`config.mk`:
```
export PLATFORM = sky130hd
export DESIGN_NAME = sfb_fifo
export DESIGN_NICKNAME = d
export VERILOG_FILES = /design/src/logic/sfb_pkg.sv /design/src/logic/sfb_ram_if.sv /design/src/logic/sfb_fifo.sv /design/src/logic/sfb_ram.sv
export SDC_FILE = /design/constraint.sdc
export NUM_CORES = 2
export LEC_CHECK = 0
export BUFFER_PORTS_ARGS = -buffer_cell sky130_fd_sc_hd__buf_2
export CAP_MARGIN = 40
export CORE_MARGIN = 3
export CORE_UTILIZATION = 45
export CTS_BUF_LIST = sky130_fd_sc_hd__clkbuf_2 sky130_fd_sc_hd__clkbuf_4 sky130_fd_sc_hd__clkbuf_8
export CTS_CLUSTER_DIAMETER = 30
export DETAILED_ROUTE_END_ITERATION = 6
export GPL_ROUTABILITY_DRIVEN = 0
export PLACE_DENSITY = 0.62
export SYNTH_ARGS = -nofsm -noshare
export SYNTH_HDL_FRONTEND = slang
export SYNTH_SLANG_ARGS = --single-unit
```
`constraint.sdc`:
```
create_clock -name CLK -period 18 [get_ports CLK]
set_clock_uncertainty 0.05 [all_clocks]
set_input_delay 5.4 -clock CLK [delete_from_list [all_inputs] [get_ports CLK]]
set_output_delay 5.4 -clock CLK [all_outputs]
set_load 0.02 [all_outputs]
```
`src/logic/sfb_pkg.sv`:
```
package sfb_pkg;

   // ---------------------------------------------------------------
   // storage geometry
   // ---------------------------------------------------------------
   localparam int         DEPTH     = 512;
   localparam int         AW        = 9;
   localparam logic [9:0] DEPTH_CNT = 10'h200;
   localparam logic [9:0] MAX_FRAME = 10'h009;

   // ---------------------------------------------------------------
   // frame headers and payloads
   // ---------------------------------------------------------------
   localparam logic [1:0] TYPE_CTRL   = 2'h1;
   localparam int         HDR_T_BIT   = 4;
   localparam int         HDR_P_BIT   = 2;
   localparam logic [7:0] HDR_SENSOR  = 8'h80;
   localparam logic [7:0] HDR_T_FLAG  = 8'h10;
   localparam logic [7:0] HDR_P_FLAG  = 8'h04;
   localparam logic [7:0] HDR_TIME    = 8'hA0;
   localparam logic [7:0] HDR_EMPTY   = 8'h80;
   localparam logic [7:0] EMPTY_DATA  = 8'h00;
   localparam logic [7:0] HDR_CFG_ERR = 8'h44;
   localparam logic [7:0] HDR_CFG_CHG = 8'h48;
   localparam logic [7:0] OPC_CFG_ERR = 8'h01;
   localparam logic [7:0] OPC_CFG_CHG = 8'h02;
   localparam logic [3:0] HDR_LEN     = 4'h1;
   localparam logic [3:0] QTY_LEN     = 4'h3;
   localparam logic [3:0] CTRL_LEN    = 4'h2;
   localparam logic [3:0] TIME_LEN    = 4'h4;
   localparam logic [3:0] EMPTY_LEN   = 4'h2;
   localparam logic [3:0] TIME_B0     = 4'h1;
   localparam logic [3:0] TIME_B1     = 4'h2;

   // ---------------------------------------------------------------
   // settings, commands, register map
   // ---------------------------------------------------------------
   localparam logic [1:0] SRC_FILTERED   = 2'h1;
   localparam logic [6:0] SS_ALL         = 7'h7F;
   localparam logic [7:0] CMD_FLUSH      = 8'hB0;
   localparam logic [7:0] CMD_SOFTRESET  = 8'hB6;
   localparam logic [7:0] FIFO_DATA_ADDR = 8'h14;

   typedef enum logic [3:0] {
      W_IDLE  = 4'b0001,
      W_CHECK = 4'b0010,
      W_DROP  = 4'b0100,
      W_WRITE = 4'b1000
   } sfb_wr_t;

   typedef enum logic [2:0] {
      S_FIFO  = 3'b001,
      S_TIME  = 3'b010,
      S_EMPTY = 3'b100
   } sfb_src_t;

   typedef struct packed {
      sfb_wr_t         wr;
      sfb_src_t        src;
      logic [8:0]      head;
      logic [8:0]      tail;
      logic [9:0]      count;
      logic [6:0][7:0] fb;
      logic [3:0]      flen;
      logic [3:0]      widx;
      logic            meas_pend;
      logic            chg_pend;
      logic            err_pend;
      logic            mt;
      logic            mp;
      logic [23:0]     mtemp;
      logic [23:0]     mpress;
      logic [6:0]      ss_cnt;
      logic            norm_q;
      logic [7:0]      addr;
      logic [3:0]      off;
      logic [3:0]      cur_len;
      logic            time_sent;
      logic [23:0]     tcap;
      logic [7:0]      rd_data;
      logic            rd_valid;
      logic            overflow;
      logic            full;
   } sfb_state_t;

endpackage

```
`src/logic/sfb_ram_if.sv`:
```
`timescale 1ns/1ns
interface sfb_ram_if;
   logic                   we;
   logic [sfb_pkg::AW-1:0] waddr;
   logic [7:0]             wdata;
   logic [sfb_pkg::AW-1:0] raddr;
   logic [7:0]             rdata;
   logic [sfb_pkg::AW-1:0] haddr;
   logic [7:0]             hdata;

   modport owner (output we, waddr, wdata, raddr, haddr,
                  input  rdata, hdata);
   modport store (input  we, waddr, wdata, raddr, haddr,
                  output rdata, hdata);
endinterface

```
`src/logic/sfb_fifo.sv`:
```
`timescale 1ns/1ns
// Function
// - 512-byte store of measurement frames
// - writing off unless enabled with a quantity
// - disabled writing keeps read, flush, synth frames
// - source select 01 stores filtered results
// - count split: msb high register, low byte
// - count moves only by whole frames
// - normal mode keeps one of 2^N
// - sleep to normal resets decimation, stores first
// - reads never blocked, never block writes
// - burst address stops at data register
// - full when free space below nine
// - streaming drops oldest frames until fits
// - stop-on-full drops incoming frames while full
// - header: type, parameter, two zero bits
// - sensor and control frame types, parameters
// - header flags time, temperature, pressure
// - time frame: three time bytes, low first
// - time frame not stored, appended per burst
// - temperature then pressure, low byte first
// - empty frame when nothing left to read
// - config error stores error control frame
// - one control frame for settings changes in normal mode, written before the next sensor frame
// - flush or soft reset command empties store
// - partial frame resent unless overwritten
module sfb_fifo (
   input  wire logic        CLK,            // core clock, 20 MHz
   input  wire logic        RESET,          // synchronous, active high
   input  wire logic        BUF_ENABLE,     // buffer enable
   input  wire logic        PRESS_STORE_EN, // store pressure
   input  wire logic        TEMP_STORE_EN,  // store temperature
   input  wire logic        STOP_ON_FULL,   // 1: drop new, 0: stream
   input  wire logic        TIME_APPEND_EN, // append time frame
   input  wire logic [1:0]  SOURCE_SELECT,  // 01 filtered
   input  wire logic [2:0]  SUBSAMPLE,      // decimation exponent
   input  wire logic        NORMAL_MODE,    // engine in normal mode
   input  wire logic        MEAS_DONE,      // measurement finished
   input  wire logic [23:0] TEMP_RAW,       // unfiltered temperature
   input  wire logic [23:0] TEMP_FILT,      // filtered temperature
   input  wire logic [23:0] PRESS_RAW,      // unfiltered pressure
   input  wire logic [23:0] PRESS_FILT,     // filtered pressure
   input  wire logic        CONFIG_CHANGE,  // settings changed
   input  wire logic        CONFIG_ERROR,   // configuration error
   input  wire logic [23:0] SENSOR_TIME,    // time counter
   input  wire logic        CMD_WRITE,      // command register write
   input  wire logic [7:0]  CMD_CODE,       // command code
   input  wire logic        RD_START,       // burst start, loads address
   input  wire logic [7:0]  ADDR_IN,        // burst start address
   input  wire logic        RD_STROBE,      // one byte read
   input  wire logic        RD_STOP,        // burst ended
   output wire logic [7:0]  REG_ADDR,       // burst address counter
   output wire logic [7:0]  RD_DATA,        // byte from data register
   output wire logic        RD_VALID,       // RD_DATA is new
   output wire logic [7:0]  COUNT_LOW,      // byte count bits 7:0
   output wire logic [7:0]  COUNT_HIGH,     // byte count bit 8 in bit 0
   output wire logic        FULL,           // free space below frame
   output wire logic        OVERFLOW        // frame met a full store
);

   // ---------------------------------------------------------------
   // state and storage
   // ---------------------------------------------------------------
   sfb_pkg::sfb_state_t st;
   sfb_pkg::sfb_state_t nx;
   sfb_ram_if           ram ();

   logic       wr_en;
   logic [9:0] free;
   logic [6:0] ss_mask;
   logic [6:0] ss_eff;
   logic       keep;
   logic       serve;
   logic       disc;
   logic [3:0] dlen;
   logic [3:0] add;
   logic [3:0] sub_r;
   logic [3:0] len;
   logic [7:0] byte_out;
   sfb_pkg::sfb_src_t sel;

   sfb_ram u_ram (
      .clk  (CLK),
      .port (ram.store)
   );

   function automatic logic [3:0] hdr_len(input logic [7:0] h);
      logic [3:0] n;
      n = sfb_pkg::HDR_LEN;
      if (h[7:6] == sfb_pkg::TYPE_CTRL) begin
         n = sfb_pkg::CTRL_LEN;
      end else begin
         if (h[sfb_pkg::HDR_T_BIT]) begin
            n = n + sfb_pkg::QTY_LEN;
         end
         if (h[sfb_pkg::HDR_P_BIT]) begin
            n = n + sfb_pkg::QTY_LEN;
         end
      end
      return n;
   endfunction

   assign ram.raddr = st.tail + 9'(st.off);
   assign ram.haddr = st.tail;
   assign ram.waddr = st.head + 9'(st.widx);
   assign ram.wdata = st.fb[st.widx[2:0]];
   assign ram.we    = (st.wr == sfb_pkg::W_WRITE);

   // ---------------------------------------------------------------
   // next state
   // ---------------------------------------------------------------
   assign wr_en = BUF_ENABLE && (PRESS_STORE_EN || TEMP_STORE_EN);
   assign free  = sfb_pkg::DEPTH_CNT - st.count;
   assign ss_mask = ~7'(sfb_pkg::SS_ALL << SUBSAMPLE);

   always_comb begin
      nx       = st;
      disc     = 1'b0;
      dlen     = 4'h0;
      add      = 4'h0;
      sub_r    = 4'h0;
      len      = 4'h0;
      byte_out = sfb_pkg::EMPTY_DATA;
      sel      = st.src;
      nx.rd_valid = 1'b0;
      nx.overflow = 1'b0;
      nx.norm_q   = NORMAL_MODE;

      // ---- decimation ------------------------------------------------
      // a fresh entry into normal mode restarts the count so the first
      // result after the transition is always kept
      ss_eff = (NORMAL_MODE && !st.norm_q) ? 7'h00 : st.ss_cnt;
      keep   = !NORMAL_MODE || ((ss_eff & ss_mask) == 7'h00);
      nx.ss_cnt = ss_eff;
      if (MEAS_DONE && NORMAL_MODE) begin
         nx.ss_cnt = (ss_eff + 7'h01) & ss_mask;
      end

      // ---- writer: build, check, make room, copy, commit ------------
      unique case (st.wr)
         sfb_pkg::W_IDLE: begin
            if (st.err_pend) begin
               nx.err_pend = 1'b0;
               nx.fb    = '0;
               nx.fb[0] = sfb_pkg::HDR_CFG_ERR;
               nx.fb[1] = sfb_pkg::OPC_CFG_ERR;
               nx.flen  = sfb_pkg::CTRL_LEN;
               nx.wr    = sfb_pkg::W_CHECK;
            end else if (st.meas_pend && st.chg_pend) begin
               nx.chg_pend = 1'b0;
               nx.fb    = '0;
               nx.fb[0] = sfb_pkg::HDR_CFG_CHG;
               nx.fb[1] = sfb_pkg::OPC_CFG_CHG;
               nx.flen  = sfb_pkg::CTRL_LEN;
               nx.wr    = sfb_pkg::W_CHECK;
            end else if (st.meas_pend) begin
               nx.meas_pend = 1'b0;
               nx.fb    = '0;
               nx.fb[0] = sfb_pkg::HDR_SENSOR
                        | (st.mt ? sfb_pkg::HDR_T_FLAG : 8'h00)
                        | (st.mp ? sfb_pkg::HDR_P_FLAG : 8'h00);
               nx.flen  = sfb_pkg::HDR_LEN;
               if (st.mt) begin
                  nx.fb[3:1] = st.mtemp;
                  nx.flen    = nx.flen + sfb_pkg::QTY_LEN;
               end
               if (st.mp) begin
                  if (st.mt) begin
                     nx.fb[6:4] = st.mpress;
                  end else begin
                     nx.fb[3:1] = st.mpress;
                  end
                  nx.flen = nx.flen + sfb_pkg::QTY_LEN;
               end
               nx.wr = sfb_pkg::W_CHECK;
            end
         end
         sfb_pkg::W_CHECK: begin
            nx.widx = 4'h0;
            if (free < sfb_pkg::MAX_FRAME) begin
               nx.overflow = 1'b1;
               nx.wr = STOP_ON_FULL ? sfb_pkg::W_IDLE
                                    : sfb_pkg::W_DROP;
            end else begin
               nx.wr = sfb_pkg::W_WRITE;
            end
         end
         sfb_pkg::W_DROP: begin
            // one oldest frame per cycle until the store is no longer full
            if (free < sfb_pkg::MAX_FRAME && st.count != 10'h000) begin
               disc    = 1'b1;
               dlen    = hdr_len(ram.hdata);
               nx.tail = st.tail + 9'(dlen);
               if (st.src == sfb_pkg::S_FIFO) begin
                  nx.off = 4'h0;
               end
            end else begin
               nx.wr = sfb_pkg::W_WRITE;
            end
         end
         sfb_pkg::W_WRITE: begin
            // bytes land beyond head; only the commit makes them visible
            nx.widx = st.widx + 4'h1;
            if (st.widx + 4'h1 == st.flen) begin
               nx.head = st.head + 9'(st.flen);
               add     = st.flen;
               nx.wr   = sfb_pkg::W_IDLE;
            end
         end
      endcase

      // ---- reader: address counter and frame source -----------------
      serve = 1'b0;
      if (RD_START) begin
         nx.addr      = ADDR_IN;
         nx.off       = 4'h0;
         nx.time_sent = 1'b0;
      end else if (RD_STOP) begin
         nx.off = 4'h0;
      end else if (RD_STROBE) begin
         if (st.addr == sfb_pkg::FIFO_DATA_ADDR) begin
            serve = 1'b1;
         end else begin
            nx.addr = st.addr + 8'h01;
         end
      end

      if (st.off == 4'h0) begin
         if (st.count != 10'h000) begin
            sel = sfb_pkg::S_FIFO;
         end else if (TIME_APPEND_EN && !st.time_sent) begin
            sel = sfb_pkg::S_TIME;
         end else begin
            sel = sfb_pkg::S_EMPTY;
         end
      end

      if (serve) begin
         unique case (sel)
            sfb_pkg::S_FIFO: begin
               byte_out = ram.rdata;
               len = (st.off == 4'h0) ? hdr_len(ram.rdata) : st.cur_len;
            end
            sfb_pkg::S_TIME: begin
               len = sfb_pkg::TIME_LEN;
               if (st.off == 4'h0) begin
                  byte_out = sfb_pkg::HDR_TIME;
                  nx.tcap  = SENSOR_TIME;
               end else if (st.off == sfb_pkg::TIME_B0) begin
                  byte_out = st.tcap[7:0];
               end else if (st.off == sfb_pkg::TIME_B1) begin
                  byte_out = st.tcap[15:8];
               end else begin
                  byte_out = st.tcap[23:16];
               end
            end
            sfb_pkg::S_EMPTY: begin
               len = sfb_pkg::EMPTY_LEN;
               byte_out = (st.off == 4'h0) ? sfb_pkg::HDR_EMPTY
                                           : sfb_pkg::EMPTY_DATA;
            end
         endcase
         nx.rd_data  = byte_out;
         nx.rd_valid = 1'b1;
         nx.src      = sel;
         nx.cur_len  = len;
         if (st.off + 4'h1 == len) begin
            nx.off = 4'h0;
            if (sel == sfb_pkg::S_TIME) begin
               nx.time_sent = 1'b1;
            end
            // a frame removed by streaming in this cycle is not popped again
            if (sel == sfb_pkg::S_FIFO && !disc) begin
               nx.tail = st.tail + 9'(len);
               sub_r   = len;
            end
         end else if (!(disc && sel == sfb_pkg::S_FIFO)) begin
            nx.off = st.off + 4'h1;
         end
      end

      nx.count = st.count + 10'(add) - 10'(dlen) - 10'(sub_r);

      // ---- event capture: sets after writer clears; a same-cycle flush drops measurement and error sets --
      if (MEAS_DONE && wr_en && keep) begin
         nx.meas_pend = 1'b1;
         nx.mt = TEMP_STORE_EN;
         nx.mp = PRESS_STORE_EN;
         nx.mtemp  = (SOURCE_SELECT == sfb_pkg::SRC_FILTERED)
                   ? TEMP_FILT : TEMP_RAW;
         nx.mpress = (SOURCE_SELECT == sfb_pkg::SRC_FILTERED)
                   ? PRESS_FILT : PRESS_RAW;
      end
      if (CONFIG_CHANGE && NORMAL_MODE && BUF_ENABLE) begin
         nx.chg_pend = 1'b1;
      end
      if (CONFIG_ERROR && wr_en) begin
         nx.err_pend = 1'b1;
      end

      // ---- flush works whether or not writing is enabled -------------
      if (CMD_WRITE && (CMD_CODE == sfb_pkg::CMD_FLUSH
                     || CMD_CODE == sfb_pkg::CMD_SOFTRESET)) begin
         nx.head      = 9'h000;
         nx.tail      = 9'h000;
         nx.count     = 10'h000;
         nx.off       = 4'h0;
         nx.wr        = sfb_pkg::W_IDLE;
         nx.meas_pend = 1'b0;
         nx.err_pend  = 1'b0;
      end

      nx.full = (sfb_pkg::DEPTH_CNT - nx.count) < sfb_pkg::MAX_FRAME;
   end

   // ---------------------------------------------------------------
   // registers
   // ---------------------------------------------------------------
   always_ff @(posedge CLK) begin
      if (RESET) begin
         st      <= '0;
         st.wr   <= sfb_pkg::W_IDLE;
         st.src  <= sfb_pkg::S_EMPTY;
      end else begin
         st <= nx;
      end
   end

   // ---------------------------------------------------------------
   // outputs
   // ---------------------------------------------------------------
   assign REG_ADDR   = st.addr;
   assign RD_DATA    = st.rd_data;
   assign RD_VALID   = st.rd_valid;
   assign COUNT_LOW  = st.count[7:0];
   assign COUNT_HIGH = {7'h00, st.count[8]};
   assign FULL       = st.full;
   assign OVERFLOW   = st.overflow;

endmodule

```
`src/logic/sfb_ram.sv`:
```
`timescale 1ns/1ns
module sfb_ram (
   input wire logic clk,  // core clock
   sfb_ram_if.store port  // one write port, two read ports
);
   logic [7:0] mem [sfb_pkg::DEPTH];

   always_ff @(posedge clk) begin
      if (port.we) begin
         mem[port.waddr] <= port.wdata;
      end
   end

   // asynchronous reads: the reader and the discard logic both need the
   // byte in the same cycle they decide on it
   assign port.rdata = mem[port.raddr];
   assign port.hdata = mem[port.haddr];
endmodule

```
==> results.json <==
{
  "globalRouteTotalUtil_pct": 26.0,
  "fin_nets": 11285,
  "port-buffer-count": 183,
  "antenna_violating_nets_post_route": 0,
  "cts.sinks": 4304,
  "yosys_most_used_dff": "sky130_fd_sc_hd__edfxtp_1",
  "hold_path_startpoint": "st[17]$_SDFFE_PP0P_",
  "result_of_the_run": "complete, no violations",
  "critical_path_required_ns": 19.10,
  "wirelength_met1_mm": 213,
  "rsz0062_at_grt": "false",
  "register_area_um2": 127000,
  "drv_slew": 0,
  "endpoint_kind": "flop",
  "remaining_drc_errors": 0,
  "avgSynthCellArea_um2": 18.1,
  "p_sw_share_pct": 22.4,
  "synth_edf_count": 4096,
  "start_util_pct": 45.3,
  "cts-root-to-sink-buffers": 4,
  "leakagePower_nw": 70.0,
  "startpoint": "ram.haddr[1]$_SDFF_PP0_",
  "postCtsSetupRepairBufs": 0,
  "ctsHoldBuffers": 0,
  "cts-htree-levels": 6,
  "hold_class": "reg2reg",
  "cts-root-buf": "sky130_fd_sc_hd__clkbuf_8",
  "drive_above_1_share_pct": 31.8,
  "mappedNetlistArea_um2": 186000,
  "worst_pin_slew_ns": 1.26,
  "power_report.internal_total_mw": 17.5,
  "detailedRoute.firstIterationViolations": 15284,
  "vias_after_detailed_routing": 110411,
  "grt_antenna_before_repair": 35,
  "finalWirelength_mm": 559,
  "clkPwrFrac_pct": 47.9,
  "power.combinational.fraction_pct": 3.3,
  "timing.slew.headroom_pct": 16.3,
  "area_growth_pct": 15.2,
  "crit_top_cell": "sky130_fd_sc_hd__inv_1",
  "yosysWarningCount": 0,
  "clock_tree_from_tritoncts": "done",
  "proportion_of_register_bits_with_asynchronous_set_or_reset_after_synthesis_pct": 0,
  "netlist_instances": 10262,
  "postLayoutCellArea_um2": 214000,
  "timing.critical_path.slowest_cell_delay_ns": 1.31,
  "sum_of_met2_wire_segment_lengths_after_detailed_routing_mm": 256,
  "wire_length_of_the_first_global_routing_pass_mm": 799,
  "fp.dieW_um": 649,
  "yosys-top-cells-count": "sky130_fd_sc_hd__edfxtp_1, sky130_fd_sc_hd__mux4_2, sky130_fd_sc_hd__nor2_1",
  "fillers": 32141,
  "fp.coreArea_um2": 411000,
  "viasPerCell": 6.41,
  "floorplan.io_pins": 191,
  "synth.lib_cells_used.distinct": 98,
  "dp_hpwl_mm": 349,
  "area_of_the_multi_input_gates_um2": 54500,
  "cp_data_arrival_time_ns": 13.04,
  "final_min_period_over_clock_period_pct": 66.3,
  "ir_drop_mv": 0.0744,
  "setup_violators_final": 0,
  "flip_flop_and_latch_count_after_synthesis": 4304,
  "setup.worst_path.class": "reg2reg",
  "insertion_delay_ns": 1.27,
  "maxCapViolCount": 0,
  "placed_cells_incl_taps": 15667,
  "grt_max_degree": 214,
  "timing_hold_violations_final": 0,
  "final-instance-count-excl-fill": 17231,
  "cts_buffers": 816,
  "p_seq_share_pct": 48.7,
  "dieArea_um2": 421000,
  "timing.fmax_mhz": 83.8,
  "synthDominantCellAreaShare_pct": 66.1,
  "drt_pre_antenna_iters": 6,
  "postCtsResizedCells": 0,
  "die-height_um": 649,
  "grt_overflow_total": 0,
  "synthTopCellsByArea": "sky130_fd_sc_hd__edfxtp_1, sky130_fd_sc_hd__mux4_2, sky130_fd_sc_hd__dfxtp_1",
  "drt-wirelength-per-cell_um": 32.4,
  "worst-path-max-fanout": 52,
  "cellPowerDensity_nw_per_um2": 105,
  "place_area_um2": 195000,
  "critical-path-slowest-cell": "sky130_fd_sc_hd__fa_4",
  "clkTransAtPathRegs_ns": 0.06,
  "period_needed_ns": 11.94,
  "synth_top_area_cell": "sky130_fd_sc_hd__edfxtp_1",
  "met3WireLength_mm": 64.9,
  "top_layer_in_use": "met5",
  "core.rowCount": 235,
  "first_global_vias": 109620,
  "crit-reg2reg-launch": "ram.haddr[1]$_SDFF_PP0_",
  "power.switching_mw": 5.04,
  "yosysMostFrequentCell": "sky130_fd_sc_hd__edfxtp_1",
  "setup.worst_path.start_class": "flop",
  "synth_sequential_area_ratio_pct": 68.3
}
## flip-flops by register name (all words and copies together) (netlist names)
signal and count:
COUNT_LOW 8, st 171, u_ram.mem 4096, RD_DATA 8, REG_ADDR 8, FULL 1, RD_VALID 1, OVERFLOW 1
ram.haddr 9, COUNT_HIGH 1
## through the flow
| stage | worst slack, ns | TNS [ns] | power, mW | utilization, % | hold slack (ns) |
|---|---|---|---|---|---|
| 2_1_floorplan | -0.170 | -225.25 | 11.6 | - | 0.383 |
| 3_3_place_gp | 5.41 | 0 | 11.9 | 46.8 | 0.393 |
| 3_5_place_dp | 6.18 | 0 | 11.9 | 47.6 | 0.401 |
| 4_1_cts | 6.20 | 0 | 22.6 | 52.1 | 0.408 |
| 5_1_grt | 5.51 | 0 | 23.1 | 52.2 | 0.426 |
| 6_report | 6.06 | 0 | 22.5 | 52.2 | 0.407 |
## cell usage in the layout (no fill, tap or decap), types with 36 or more instances in the layout
| master | netlist | routed |
|---|---|---|
| sky130_fd_sc_hd__a21oi_1 | 286 | 278 |
| sky130_fd_sc_hd__a22oi_1 | 62 | 62 |
| sky130_fd_sc_hd__nor2_1 | 817 | 809 |
| sky130_fd_sc_hd__buf_2 | 106 | 203 |
| sky130_fd_sc_hd__clkinv_2 | 0 | 127 |
| sky130_fd_sc_hd__a31oi_1 | 163 | 162 |
| sky130_fd_sc_hd__ha_1 | 47 | 46 |
| sky130_fd_sc_hd__clkinv_4 | 0 | 40 |
| sky130_fd_sc_hd__dfxtp_1 | 208 | 201 |
| sky130_fd_sc_hd__and3_1 | 44 | 44 |
| sky130_fd_sc_hd__o21ai_0 | 58 | 57 |
| sky130_fd_sc_hd__edfxtp_1 | 4096 | 4096 |
| sky130_fd_sc_hd__bufinv_16 | 0 | 114 |
| sky130_fd_sc_hd__buf_12 | 5 | 36 |
| sky130_fd_sc_hd__nand2_1 | 574 | 556 |
| sky130_fd_sc_hd__nand3_1 | 147 | 147 |
| sky130_fd_sc_hd__clkbuf_8 | 0 | 832 |
| sky130_fd_sc_hd__mux2i_1 | 181 | 181 |
| sky130_fd_sc_hd__a211oi_1 | 143 | 143 |
| sky130_fd_sc_hd__nor3b_1 | 257 | 257 |
| sky130_fd_sc_hd__clkbuf_4 | 0 | 134 |
| sky130_fd_sc_hd__clkinvlp_4 | 0 | 90 |
| sky130_fd_sc_hd__mux4_2 | 1498 | 1498 |
| sky130_fd_sc_hd__a311oi_1 | 159 | 157 |
| sky130_fd_sc_hd__inv_1 | 301 | 301 |
| sky130_fd_sc_hd__buf_4 | 97 | 459 |
| sky130_fd_sc_hd__nor3_1 | 42 | 38 |
| sky130_fd_sc_hd__clkinv_1 | 1 | 111 |
## final cells by class
cell class                 count  share of cell area (%)
multi-input combinational   4901                    25.4
clock buffer                 965                    5.81
sequential                  4304                    59.3
inverter                     303                   0.531
antenna                       25                  0.0292
timing repair buffer         745                    2.83
tap                         5451                    3.18
clock inverter               537                    2.87
## path summary, 6_finish.rpt
kind | to | slack, ns | depth (start not counted)
setup / recovery | FULL$_SDFF_PP0_ | 6.06 | 37
hold / removal | st[17]$_SDFFE_PP0P_ | 0.41 | 2
setup reg to reg | FULL$_SDFF_PP0_ | 6.06 | 37
hold reg to reg | st[17]$_SDFFE_PP0P_ | 0.41 | 2
## power by group through the flow
stage	clock (mW)	sequential, mW	combinational [mW]
final	10.8	11.0	0.753
after global placement	0	11.2	0.686
after detailed placement	0	11.2	0.727
after floorplan	0	11.2	0.353
after global routing	11.4	11.0	0.781
after CTS	10.9	11.0	0.729
## layer usage
| layer | up-vias | track usage [%] |
|---|---|---|
| met2 | 7408 | 39.2 |
| li1 | 43871 | - |
| met4 | 12 | 11.1 |
| met3 | 1252 | 7.29 |
| met5 | - | 0 |
| met1 | 57868 | 35.5 |
## critical path, delay by kind of cell (launching register included)
kind	cells	cell delay, ns
xor gates and xnor gates	1	0.13
AOI/OAI and AO/OA	12	3.03
and+or+nand+nor	9	2.17
DFF	1	0.76
muxes	2	0.55
buffers and inverters	8	2.16
adders and majority gates	5	2.87
## kinds of logic after synthesis
group | count (synthesis) | synth area share [%]
AND/OR/NAND/NOR | 2031 | 5.04
flip-flops | 4304 | 68.3
other | 1 | 0.00202
XOR/XNOR | 54 | 0.272
AO/OA/AOI/OAI | 1046 | 3.84
multiplexers | 1705 | 19.4
buffers and inverters | 1063 | 2.66
adder cells (fa/ha/maj) | 58 | 0.434
(Power assumes the default switching activity.)
